<file path="src/rtl/pscs_pkg.sv">
// pscs_pkg: constants, register map and lookup functions of the channel sequencer.
// assumes a single 20 MHz clock and a plain strobe register port.
package pscs_pkg;

  // ==========================================================
  // clock and timing
  localparam int CLK_HZ       = 20_000_000;
  localparam int TICK_HZ      = 50_000;
  localparam int TICK_DIV     = CLK_HZ / TICK_HZ;
  localparam int TICK_DIV_W   = 9;
  localparam logic [TICK_DIV_W-1:0] TICK_DIV_V = TICK_DIV_W'(TICK_DIV);
  localparam int STEP_US      = 20;
  localparam int WIDTH_MIN_US = 20;
  localparam int WIDTH_MAX_US = 2000;
  localparam logic [6:0] WSEL_MIN = 7'(WIDTH_MIN_US / STEP_US);
  localparam logic [6:0] WSEL_MAX = 7'(WIDTH_MAX_US / STEP_US);
  localparam int MS_PER_S     = 1000;
  localparam int MS_TICKS     = TICK_HZ / MS_PER_S;
  localparam int MS_W         = 6;
  localparam logic [3:0] REP_MIN_HZ = 4'h1;
  localparam logic [3:0] REP_MAX_HZ = 4'ha;
  localparam int REP_W        = 10;

  // ==========================================================
  // channels and operation counter
  localparam int NCH          = 11;
  localparam int OPS_W        = 10;
  localparam logic [1:0] OPS_SEL_1000 = 2'h0;
  localparam logic [1:0] OPS_SEL_100  = 2'h1;
  localparam logic [1:0] OPS_SEL_10   = 2'h2;

  // ==========================================================
  // register map
  localparam logic [7:0] REG_CTRL  = 8'h00;
  localparam logic [7:0] REG_CFG   = 8'h04;
  localparam logic [7:0] REG_DELAY = 8'h08;
  localparam logic [7:0] REG_OPS   = 8'h0c;
  localparam logic [7:0] REG_CNT0  = 8'h10;
  localparam int CTRL_INIT_BIT  = 0;
  localparam int CTRL_START_BIT = 1;
  localparam int CFG_WSEL_LSB   = 0;
  localparam int CFG_OPS_LSB    = 8;
  localparam int CFG_REP_LSB    = 12;

  // ==========================================================
  // values after reset
  localparam logic [6:0] WSEL_RST    = WSEL_MAX;
  localparam logic [1:0] OPS_SEL_RST = OPS_SEL_1000;
  localparam logic [3:0] REP_HZ_RST  = REP_MAX_HZ;
  localparam int         DLY_RST     = 10;

  // ==========================================================
  // lookups
  function automatic logic [OPS_W-1:0] ops_target(input logic [1:0] sel);
    logic [OPS_W-1:0] t;
    t = OPS_W'(1000);
    case (sel)
      OPS_SEL_100: t = OPS_W'(100);
      OPS_SEL_10:  t = OPS_W'(10);
      default:     t = OPS_W'(1000);
    endcase
    return t;
  endfunction

  function automatic logic [REP_W-1:0] rep_period_ms(input logic [3:0] hz);
    logic [REP_W-1:0] p;
    p = REP_W'(MS_PER_S / 10);
    case (hz)
      4'h1:    p = REP_W'(MS_PER_S / 1);
      4'h2:    p = REP_W'(MS_PER_S / 2);
      4'h3:    p = REP_W'(MS_PER_S / 3);
      4'h4:    p = REP_W'(MS_PER_S / 4);
      4'h5:    p = REP_W'(MS_PER_S / 5);
      4'h6:    p = REP_W'(MS_PER_S / 6);
      4'h7:    p = REP_W'(MS_PER_S / 7);
      4'h8:    p = REP_W'(MS_PER_S / 8);
      4'h9:    p = REP_W'(MS_PER_S / 9);
      default: p = REP_W'(MS_PER_S / 10);
    endcase
    return p;
  endfunction

endpackage

</file>
<file path="src/rtl/pscs_pulse_div.sv">
// pscs_pulse_div: counts enable pulses and emits one pulse every div of them.
// assumes en is on mclk, one count per cycle it is high; div of zero acts as one.
module pscs_pulse_div import pscs_pkg::*; #(
  parameter int W = 8
) (
  // clock and reset
  input  wire logic         mclk,
  input  wire logic         srst,
  // rate
  input  wire logic         en,
  input  wire logic [W-1:0] div,
  // output
  output logic              pulse
);

  // ==========================================================
  // state
  typedef struct packed {
    logic [W-1:0] cnt;
    logic         pulse;
  } pscs_div_t;

  pscs_div_t q;
  pscs_div_t next_q;

  always_comb begin
    next_q       = q;
    next_q.pulse = 1'b0;
    if (srst) begin
      next_q = '0;
    end else if (en) begin
      if (({1'b0, q.cnt} + (W+1)'(1)) >= {1'b0, div}) begin
        next_q.cnt   = '0;
        next_q.pulse = 1'b1;
      end else begin
        next_q.cnt = W'(q.cnt + W'(1));
      end
    end
  end

  always_ff @(posedge mclk) begin
    q <= next_q;
  end

  assign pulse = q.pulse;

endmodule

</file>
<file path="src/rtl/pscs_seq.sv">
// pscs_seq: pulsed source channel sequencer with eleven gated counting channels.
// assumes detector pulses synchronous to mclk and a strobe register port.
//
// What this block does
// - eleven counters, one background and ten equal adjacent decay slots.
// - base tick at fifty kilohertz derived from the clock.
// - slot divider gives pulses every 20 to 2000 us in 20 us steps.
// - usable width 20 to 2000 us; all eleven channels share one width.
// - repetition source starts cycles between one and ten times per second.
// - background count lasts exactly one channel width.
// - background taken just before trigger, same width as decay channels.
// - trigger issued once per cycle after background, by this block.
// - after trigger and delay, decay channels gated in turn, one width each.
// - cycle end resets sequencing and bumps operation counter, target 10/100/1000.
// - after target operations, cycling stops and counts are held.
// - default target is a thousand cycles.
// - initialization clears sequencing flops except first ring stage, which sets.
// - initialization zeroes operation counter and loads the delay preset.
// - repetition pulse sets latch; its rising edge sets armed flop.
// - next tick sets background window if armed, gate open, not busy.
// - busy sets with background window; window one tick; pre-trigger follows.
// - next tick counts delay once, pre-trigger clears, fire sets; edge triggers.
// - after N-1 ticks fire clears, monitor sets; ticks then walk the ring.
// - ring wrap clears busy, monitor, latch; counts op; target disarms gate.
//
// The implementer's own choices: strobed register access and the register offsets.
module pscs_seq import pscs_pkg::*; #(
  parameter int CNT_W        = 20,
  parameter int DLY_W        = 12,
  parameter int TICKS_PER_MS = MS_TICKS
) (
  // clock and reset
  input  wire logic                     mclk,
  input  wire logic                     srst,
  // register port
  input  wire logic [7:0]               addr,
  input  wire logic [31:0]              wdata,
  input  wire logic                     wr,
  input  wire logic                     rd,
  output logic      [31:0]              rdata,
  // detector side
  input  wire logic                     count_in,
  // source and channel side
  output logic                          pulsed_source_trigger,
  output logic      [NCH-1:0]           chan_gate,
  output logic                          busy,
  output logic                          done
);

  // ==========================================================
  // state
  typedef struct packed {
    logic [31:0]                rdata;
    logic                       trig;
    logic [NCH-1:0]             gate;
    logic [NCH-1:0][CNT_W-1:0]  cnt;
    logic [2:0]                 sync;
    logic [6:0]                 wsel;
    logic [6:0]                 wsel_req;
    logic [1:0]                 ops_sel;
    logic [3:0]                 rep_hz;
    logic [DLY_W-1:0]           cfg_dly;
    logic [DLY_W-1:0]           dly_preset;
    logic [DLY_W-1:0]           dly;
    logic [REP_W-1:0]           rep_ms;
    logic [OPS_W-1:0]           ops;
    logic                       done;
    logic                       start_gate;
    logic                       rep_latch;
    logic                       rep_latch_d;
    logic                       armed;
    logic                       bg_win;
    logic                       cyc_busy;
    logic                       pre_trig;
    logic                       fire;
    logic                       mon_en;
    logic [NCH-1:0]             ring;
  } pscs_seq_t;

  pscs_seq_t q;
  pscs_seq_t next_q;

  // ==========================================================
  // time bases
  logic base_tick;
  logic slot_tick;
  logic ms_tick;

  // base tick at 50 kHz from the system clock
  pscs_pulse_div #(.W(TICK_DIV_W)) u_base (
    .mclk  (mclk),
    .srst  (srst),
    .en    (1'b1),
    .div   (TICK_DIV_V),
    .pulse (base_tick)
  );

  // channel width: one slot pulse per wsel base ticks
  pscs_pulse_div #(.W(7)) u_slot (
    .mclk  (mclk),
    .srst  (srst),
    .en    (base_tick),
    .div   (q.wsel),
    .pulse (slot_tick)
  );

  // millisecond prescaler for the repetition source
  pscs_pulse_div #(.W(MS_W)) u_ms (
    .mclk  (mclk),
    .srst  (srst),
    .en    (base_tick),
    .div   (MS_W'(TICKS_PER_MS)),
    .pulse (ms_tick)
  );

  // ==========================================================
  // next state
  logic             det_edge;
  logic [6:0]       wsel_wr;
  logic [3:0]       rep_wr;
  logic [OPS_W-1:0] ops_inc;
  logic [7:0]       cnt_off;
  logic             cyc_start;
  logic             ring_wrap;

  logic [NCH-1:0]            chan_inc;
  logic [NCH-1:0]            chan_rsel;
  logic [NCH-1:0][CNT_W-1:0] chan_next;

  // first stage feeds only the second; edge taken past it
  assign det_edge = q.sync[1] & ~q.sync[2];
  assign cnt_off  = 8'(addr - REG_CNT0);

  // cycle start and ring wrap, both taken on a slot tick
  assign cyc_start = slot_tick & q.armed & q.start_gate & ~q.cyc_busy;
  assign ring_wrap = slot_tick & q.mon_en & q.ring[NCH-1];

  // ==========================================================
  // per-channel decode, one copy per counter
  for (genvar g = 0; g < NCH; g++) begin : g_chan
    // counting only in the open window keeps idle pulses out
    assign chan_inc[g]  = det_edge & q.gate[g];
    assign chan_rsel[g] = (addr >= REG_CNT0) && (cnt_off == 8'(4 * g));
    // plain wrap; the width holds a full run of counts
    assign chan_next[g] = CNT_W'(q.cnt[g] + CNT_W'(1));
  end

  always_comb begin
    next_q      = q;
    next_q.rdata = '0;
    next_q.trig = 1'b0;
    wsel_wr     = wdata[CFG_WSEL_LSB +: 7];
    rep_wr      = wdata[CFG_REP_LSB +: 4];
    ops_inc     = OPS_W'(q.ops + OPS_W'(1));

    next_q.sync = {q.sync[1:0], count_in};

    // ========================================================
    // register reads, data valid in the following cycle
    if (rd) begin
      unique case (addr)
        REG_CTRL:  next_q.rdata = {28'h0000000, q.mon_en, q.cyc_busy, q.start_gate, q.done};
        REG_CFG:   next_q.rdata = {16'h0000, q.rep_hz, 2'h0, q.ops_sel, 1'b0, q.wsel_req};
        REG_DELAY: next_q.rdata = 32'(q.dly_preset);
        REG_OPS:   next_q.rdata = 32'(q.ops);
        default: begin
          for (int i = 0; i < NCH; i++) begin
            if (chan_rsel[i]) begin
              next_q.rdata = 32'(q.cnt[i]);
            end
          end
        end
      endcase
    end

    // ========================================================
    // configuration writes; out of range width and rate values are clamped
    if (wr && addr == REG_CFG) begin
      if (wsel_wr < WSEL_MIN) begin
        next_q.wsel_req = WSEL_MIN;
      end else if (wsel_wr > WSEL_MAX) begin
        next_q.wsel_req = WSEL_MAX;
      end else begin
        next_q.wsel_req = wsel_wr;
      end
      next_q.ops_sel = wdata[CFG_OPS_LSB +: 2];
      if (rep_wr < REP_MIN_HZ) begin
        next_q.rep_hz = REP_MIN_HZ;
      end else if (rep_wr > REP_MAX_HZ) begin
        next_q.rep_hz = REP_MAX_HZ;
      end else begin
        next_q.rep_hz = rep_wr;
      end
    end
    if (wr && addr == REG_DELAY) begin
      // takes effect at the next initialization only
      next_q.cfg_dly = wdata[DLY_W-1:0];
    end

    // width changes wait for an idle sequencer so a cycle never mixes widths
    if (!q.cyc_busy) begin
      next_q.wsel = q.wsel_req;
    end

    // ========================================================
    // channel counting, gated by the registered gate vector
    for (int i = 0; i < NCH; i++) begin
      if (chan_inc[i]) begin
        next_q.cnt[i] = chan_next[i];
      end
    end

    // ========================================================
    // repetition latch rising edge arms the cycle
    next_q.rep_latch_d = q.rep_latch;
    if (q.rep_latch && !q.rep_latch_d) begin
      next_q.armed = 1'b1;
    end

    // ========================================================
    // sequencer, advanced on each slot tick
    if (slot_tick) begin
      if (cyc_start) begin
        next_q.bg_win   = 1'b1;
        next_q.cyc_busy = 1'b1;
        next_q.armed    = 1'b0;
      end
      if (q.bg_win) begin
        // window is exactly one slot, then the trigger is prepared
        next_q.bg_win   = 1'b0;
        next_q.pre_trig = 1'b1;
      end
      if (q.pre_trig) begin
        next_q.pre_trig = 1'b0;
        next_q.fire     = 1'b1;
        // a zero preset must not wrap round to the longest delay
        if (q.dly_preset == '0) begin
          next_q.dly = '0;
        end else begin
          next_q.dly = DLY_W'(q.dly_preset - DLY_W'(1));
        end
      end
      if (q.fire) begin
        // a preset of 0 or 1 behaves as the shortest delay
        if (q.dly <= DLY_W'(1)) begin
          next_q.fire   = 1'b0;
          next_q.mon_en = 1'b1;
        end else begin
          next_q.dly = DLY_W'(q.dly - DLY_W'(1));
        end
      end
      if (q.mon_en) begin
        next_q.ring = {q.ring[NCH-2:0], q.ring[NCH-1]};
        if (ring_wrap) begin
          next_q.cyc_busy  = 1'b0;
          next_q.mon_en    = 1'b0;
          next_q.rep_latch = 1'b0;
          next_q.ops       = ops_inc;
          if (ops_inc >= ops_target(q.ops_sel)) begin
            next_q.start_gate = 1'b0;
            next_q.done       = 1'b1;
          end
        end
      end
    end

    // ========================================================
    // repetition oscillator; a new pulse beats a same-cycle ring-wrap clear
    if (ms_tick) begin
      if ((q.rep_ms + REP_W'(1)) >= rep_period_ms(q.rep_hz)) begin
        next_q.rep_ms    = '0;
        next_q.rep_latch = 1'b1;
      end else begin
        next_q.rep_ms = REP_W'(q.rep_ms + REP_W'(1));
      end
    end

    // the trigger is one clock long, on the fire flop's rising edge
    next_q.trig = next_q.fire & ~q.fire;

    // ========================================================
    // commands: initialization first, then start
    if (wr && addr == REG_CTRL && wdata[CTRL_INIT_BIT]) begin
      next_q.start_gate  = 1'b0;
      next_q.rep_latch   = 1'b0;
      next_q.rep_latch_d = 1'b0;
      next_q.armed       = 1'b0;
      next_q.bg_win      = 1'b0;
      next_q.cyc_busy    = 1'b0;
      next_q.pre_trig    = 1'b0;
      next_q.fire        = 1'b0;
      next_q.mon_en      = 1'b0;
      next_q.ring        = NCH'(1);
      next_q.ops         = '0;
      next_q.done        = 1'b0;
      next_q.dly_preset  = q.cfg_dly;
      next_q.dly         = q.cfg_dly;
      next_q.cnt         = '0;
      next_q.trig        = 1'b0;
    end
    if (wr && addr == REG_CTRL && wdata[CTRL_START_BIT] && !next_q.done) begin
      // a finished run must be reinitialized before it can restart
      next_q.start_gate = 1'b1;
    end

    // gate vector: background window then the decay ring stages
    next_q.gate = {next_q.ring[NCH-1:1] & {(NCH-1){next_q.mon_en}}, next_q.bg_win};

    // ========================================================
    // synchronous reset
    if (srst) begin
      next_q            = '0;
      next_q.ring       = NCH'(1);
      next_q.wsel       = WSEL_RST;
      next_q.wsel_req   = WSEL_RST;
      next_q.ops_sel    = OPS_SEL_RST;
      next_q.rep_hz     = REP_HZ_RST;
      next_q.cfg_dly    = DLY_W'(DLY_RST);
      next_q.dly_preset = DLY_W'(DLY_RST);
      next_q.dly        = DLY_W'(DLY_RST);
    end
  end

  always_ff @(posedge mclk) begin
    q <= next_q;
  end

  // ==========================================================
  // outputs, all straight from flops
  assign rdata                 = q.rdata;
  assign pulsed_source_trigger = q.trig;
  assign chan_gate             = q.gate;
  assign busy                  = q.cyc_busy;
  assign done                  = q.done;

endmodule

</file>
<file path="config.mk">
export PLATFORM = sky130hd
export DESIGN_NAME = pscs_seq
export DESIGN_NICKNAME = d
export VERILOG_FILES = /design/src/rtl/pscs_pkg.sv /design/src/rtl/pscs_pulse_div.sv /design/src/rtl/pscs_seq.sv
export SDC_FILE = /design/constraint.sdc
export NUM_CORES = 1
export LEC_CHECK = 0
export BUFFER_PORTS_ARGS = -buffer_cell sky130_fd_sc_hd__buf_2
export CORE_ASPECT_RATIO = 1.2
export CORE_MARGIN = 4
export CORE_UTILIZATION = 40
export CTS_CLUSTER_DIAMETER = 40
export CTS_CLUSTER_SIZE = 8
export DETAILED_ROUTE_END_ITERATION = 8
export PLACE_DENSITY_LB_ADDON = 0.08
export SLEW_MARGIN = 10
export SYNTH_ARGS = -nofsm -noshare
export SYNTH_HDL_FRONTEND = slang
export SYNTH_HIERARCHICAL = 1
export SYNTH_SLANG_ARGS = --single-unit
</file>
<file path="constraint.sdc">
create_clock -name mclk -period 5.1 [get_ports mclk]
set_input_delay 0.51 -clock mclk [delete_from_list [all_inputs] [get_ports mclk]]
set_output_delay 0.51 -clock mclk [all_outputs]
set_load 0.01 [all_outputs]
</file>
==> results.ini, run 1 <==
[outcome]
status = complete, no violations

[cells_and_area]
layout-drive-gt1-share_pct = 10.8
nets = 2591
area_growth_pct = 14.0
antenna_cells = 0
layout_commonest_cell = dfxtp_1
mostFrequentLayoutCells = 386 x dfxtp_1, 314 x nor2_1, 280 x nand2_1

[cts]
cts_resized = 0
numCtsBuffers = 69
cts.sinks = 386
cts.hold.buffers_added = 0
cts_setup_buffers = 0
htree_levels = 3
cts_tree = built
clk_pin_slew_ns = 0.05
cts_buffer_depth = 3
root_buffer = clkbuf_16
clk_latency_ns = 0.60

[synthesis]
syn_inst = 2447
synth_top_area_share_pct = 37.5
synth.yosys.seq_area_share_pct = 37.5
yosys_register_bits = 386
synth.cell_area_um2 = 20600
netlist_top_cells_area = dfxtp_1 38%, xor2_1 8.4%, nor2_1 5.7%
synth_edf_count = 0
synth_flop_cell = dfxtp_1
async_flop_share_pct = 0
avgSynthCellArea_um2 = 8.41
yosysWarningCount = 6
yosysTopAreaCell = dfxtp_1
synth_cell_types = 99

[detailed_routing]
via_count = 17400
drc = 0
ant_nets = 0
drt_first_pass_iters = 5
first_iter_violations = 1168
drt-total-wl_um = 61700
drt-vias-per-instance = 5.49
routedWlPerCell_um = 19.5

[sta]
finalCritPeriodShare_pct = 71.2
worst_pin_slew_ns = 1.17
skew_ns = 0.0307
fin_crit_ns = 3.63
hold_viol_final = 0
setup_tns_ns = 0
rsz0062_at_grt = false
slew_viol_final = 0
slew_headroom_pct = 22.3
fmax_mhz = 275
finalSetupViolations = 0

[power]
ir_worst_vdd_v = 0.000246
cellPowerDensity_nw_per_um2 = 330
power_w = 0.00774
cellLeakagePower_nw = 9.03

[critical_path]
end_kind = register
r2r_cells = 10
critPathKind = reg -> reg
arrival_ns = 4.13
crit_path_max_fanout = 13
start_kind = register
required_ns = 5.60

[global_routing]
antenna_found_initial = 2
first_global_vias = 16800
grt_pass1_wl_um = 96300
track_usage_pct = 21.8
grt_max_degree = 66
overflow = 0

[floorplan]
die_h_um = 256
die_x_um = 215
design.die.area_um2 = 55200
coreArea_um2 = 50600
ios = 91
rows = 90
initial_core_util_pct = 40.7

[placed_design]
numPortBuffers = 62
hpwlAfterDp_um = 45500
gp_congestion = 0.927

[run]
maxCapViolCount = 0

[hold_path]
hold_depth = 3
min_path_type = in -> reg

==> metrics by stage <==
step / area [um2] / utilization [%] / std cells / setup WS, ns / hold WS (ns)
floorplan: 20700 / - / 2473 / 2.41 / 0.414
global placement: 21200 / 42.0 / 3050 / 1.45 / 0.441
detailed placement: 21200 / 42.0 / 3050 / 1.39 / 0.434
CTS: 23500 / 46.4 / 3165 / 1.51 / 0.150
global route: 23500 / 46.4 / 3165 / 1.10 / 0.194
finish: 23500 / 46.4 / 3165 / 1.47 / 0.182
==> power by group <==
| part | total, W | internal, W | switching, W |
|---|---|---|---|
| Clock | 0.00440 | 0.00288 | 0.00152 |
| Combinational | 0.000284 | 0.0000921 | 0.000192 |
| Sequential | 0.00306 | 0.00304 | 0.0000214 |
| Total | 0.00774 | 0.00601 | 0.00173 |
==> synthesized netlist by cell type (all sizes together) (6+ instances only) <==
master / count
xor2: 198
nand3: 125
a2bb2oi: 7
dfxtp: 386
nor2: 317
a221oi: 6
and3: 41
o22ai: 26
nand4: 64
a32oi: 6
a21o: 11
nand2: 282
nand3b: 7
o21ai: 87
nor4b: 7
a211oi: 8
and4: 34
nor4: 11
inv: 71
nor3: 36
o21a: 7
nand4b: 7
o221ai: 9
nor2b: 28
o211ai: 18
mux2: 9
xnor2: 59
a21oi: 113
mux4: 19
or3: 22
ha: 69
mux2i: 31
and2: 20
buf: 94
a22oi: 25
a31o: 6
a31oi: 23
nand2b: 15
or2: 6
clkbuf: 67
==> state kept, by name (all words and copies together), names as in the netlist, named ones only <==
signal and flops:
u_ms/pulse 1, q 317, chan_gate 11, pulsed_source_trigger 1, u_ms/q 6, rdata 20
done 1, busy 1, u_slot/q 7, u_slot/pulse 1, u_base/pulse 1, u_base/q 9
==> area by class of cell <==
| cell class | count | area (um2) |
|---|---|---|
| Clock buffer | 94 | 2010 |
| Clock inverter | 21 | 210 |
| Fill cell | 4979 | 27100 |
| Inverter | 71 | 267 |
| Multi-Input combinational cell | 1855 | 11900 |
| Sequential cell | 386 | 7730 |
| Tap cell | 644 | 806 |
| Timing Repair Buffer | 94 | 578 |
==> worst max-delay path, cell delays in order, from the launching register on <==
cell and delay (ns):
dfxtp_1 0.42, ha_1 0.27, nand3_1 0.17, xnor2_1 0.25, ha_1 0.29, a21o_1 0.16
a2111oi_0 0.37, o21ai_0 0.24, a21oi_1 0.96, o21ai_0 0.21, a21oi_1 0.20
==> path summary, 6_finish.rpt <==
path | startpoint | endpoint | slack, ns
setup / recovery | q[31] | q[35] | 1.47
hold / removal | wdata[10] | q[75] | 0.18
setup reg to reg | q[31] | q[35] | 1.47
hold reg to reg | q[97] | q[98] | 0.44
==> routing by layer <==
layer	GRT usage, %	share of wire (%)	up-vias
met1	28.0	44	8329
met4	7.70	2.9	4
met3	3.46	4.7	96
met5	0	0.042	-
li1	-	-	8575
met2	37.3	48	383
==> cells by family (layout without fill, tap and decap cells) <==
kind of cell    count (synthesis)  count (layout)  share of synthesized area (%)
simple gates                 1042            1042                           24.9
other cells                     2              28                         0.0365
xor+xnor                      257             257                           10.9
mux                            59              59                           4.08
fa+ha+maj                      70              70                           4.24
flops                         386             386                           37.5
buf+inv                       232             280                           5.41
compound gates                399             399                           12.9
No activity file was read; power rests on OpenSTA's default activity.
==> inputs of run 2 (changes only) <==
- clock period: 5.1 -> 3.6 ns (I/O delays scaled with it)
==> run 2 against run 1 <==
Against the previous run: cell count grew 0.95%; via count grew 1.4%; die area is the same; critical path type unchanged; largest power group unchanged.
==> results.ini, run 2 (synthesis results as in run 1) <==
[sta]
post-route-worst-setup-slack_ns = 0.692
hold_viol_final = 0
slew_viol_final = 0
finalCritPeriodShare_pct = 80.8
setup_tns_ns = 0
worst_pin_slew_ns = 1.11
fmax_mhz = 344
skew_ns = 0.0249
rsz0062_at_grt = false
slew_headroom_pct = 25.5
fin_crit_ns = 2.91
finalSetupViolations = 0

[placed_design]
gp_congestion = 0.944
hpwlAfterDp_um = 46300
numPortBuffers = 62
dp_slack_ns = 0.719

[power]
ir_worst_vdd_v = 0.000309
cellPowerDensity_nw_per_um2 = 474
cellLeakagePower_nw = 9.20

[floorplan]
initial_core_util_pct = 40.7
die_h_um = 256
coreArea_um2 = 50600
rows = 90
die_x_um = 215
design.die.area_um2 = 55200
ios = 91

[global_routing]
overflow = 0
antenna_found_initial = 2
first_global_vias = 17200
grt_pass1_wl_um = 98100
track_usage_pct = 22.2
grt_max_degree = 61

[cts]
clk_pin_slew_ns = 0.05
htree_levels = 3
cts_resized = 0
clk_latency_ns = 0.58
root_buffer = clkbuf_16
cts.sinks = 386
numCtsBuffers = 72
cts_buffer_depth = 3
cts_tree = built

[hold_path]
worstHoldEndpoint = q[68]
min_path_type = in -> reg
hold_start = wdata[3]
hold_depth = 3

[critical_path]
end_kind = register
crit_path_max_fanout = 13
r2r_slack_ns = 0.69
worst_path_most_repeated_cell = ha_1
start_kind = register
crit_path_max_incr_delay_ns = 0.40
r2r_cells = 11
arrival_ns = 3.41
rr_startpoint = q[31]
required_ns = 4.11
critPathKind = reg -> reg
timing.rr.end = q[36]
crit_path_cell_trace = ha_1 -> nand3_1 -> xnor2_1 -> ha_1 -> a21o_1 -> a2111oi_0 -> o21ai_0 -> a21oi_1 -> buf_4 -> nand4b_1 -> a31oi_1
critPathSlowestCell = dfxtp_1

[cells_and_area]
antenna_cells = 0
layout-drive-gt1-share_pct = 11.8
layout_commonest_cell = dfxtp_1
regMostFlops = q
nFillCells = 4901
area_growth_pct = 15.6
largest_register_ffs = 317
nets = 2622
mostFrequentLayoutCells = 386 x dfxtp_1, 314 x nor2_1, 280 x nand2_1

[detailed_routing]
drt-vias-per-instance = 5.52
drt-total-wl_um = 62400
ant_nets = 0
routedWlPerCell_um = 19.5
first_iter_violations = 1376
drt_first_pass_iters = 5
via_count = 17600
drc = 0

[run]
maxCapViolCount = 0

[outcome]
status = complete, no violations

-- run 2: changes by cell type in the layout (fill, tap and decap cells not counted) --
cell / before / now
clkinvlp_4: 0 / 4
bufinv_16: 3 / 7
buf_4: 31 / 55
buf_12: 2 / 3
clkbuf_16: 73 / 74
clkinv_8: 0 / 1
clkbuf_1: 11 / 10
clkbuf_8: 10 / 6
inv_16: 1 / 0
clkinv_2: 13 / 10
clkinv_4: 2 / 3
dlygate4sd3_1: 0 / 3
-- run 2: through the flow --
stage / cell area (um2) / utilization, % / total power (W) / hold WS, ns / instances
final: 23800 / 47.1 / 0.0113 / 0.0487 / 3195
after global routing: 23800 / 47.1 / 0.0116 / 0.0627 / 3195
after floorplan: 20700 / - / 0.00469 / 0.414 / 2473
after detailed placement: 21400 / 42.4 / 0.00483 / 0.455 / 3075
after global placement: 21400 / 42.4 / 0.00482 / 0.449 / 3075
after CTS: 23800 / 47.1 / 0.0114 / 0.0175 / 3195
-- run 2: worst max path at each step --
| stage | startpoint | to | slack [ns] | cells past startpoint |
|---|---|---|---|---|
| 2_1_floorplan | q[31] | q[35] | 0.91 | 11 |
| 6_report | q[31] | q[36] | 0.69 | 11 |
| 3_5_place_dp | q[31] | q[36] | 0.72 | 11 |
| 5_1_grt | q[31] | q[38] | 0.42 | 11 |
| 3_3_place_gp | q[31] | q[36] | 0.77 | 11 |
| 4_1_cts | q[31] | q[36] | 0.68 | 11 |
-- run 2: layer usage --
layer | GRT usage [%] | part of all wire (%) | vias up
li1 | - | - | 8624
met1 | 27.7 | 42 | 8429
met2 | 38.0 | 49 | 446
met3 | 3.84 | 5.5 | 121
met4 | 8.65 | 3.2 | 4
met5 | 0 | 0.055 | -
-- run 2: critical path: cells and delay by family (launching register included) --
family | cells | cell delay (ns)
compound gates | 5 | 1.16
xor+xnor | 1 | 0.22
fa+ha+maj | 2 | 0.54
buf+inv | 1 | 0.23
flops | 1 | 0.40
simple gates | 2 | 0.29
-- run 2: layout make-up --
cell class              count  area, um2  area share [%]
inverters                  71        267            1.12
clock inverters            27        350            1.47
clock buffers              90       1970            8.29
well taps                 644        806            3.39
multi-input cells        1855      11900            49.9
repair buffers            122        808            3.40
flip-flops and latches    386       7730            32.5
-- run 2: power by group --
part           switching, W  leakage (nW)  total (W)  internal, W
clock               0.00219          1.13    0.00653      0.00433
sequential        0.0000289          3.11    0.00433      0.00430
combinational      0.000277          4.96   0.000421     0.000144
total               0.00250          9.20     0.0113      0.00878
-- run 2: what timing repair did --
action / 4_1_cts / 5_1_grt
buffers inserted: 0 / 0
hold buffers: 3 / 0
hold endpoints to repair: 3 / 0
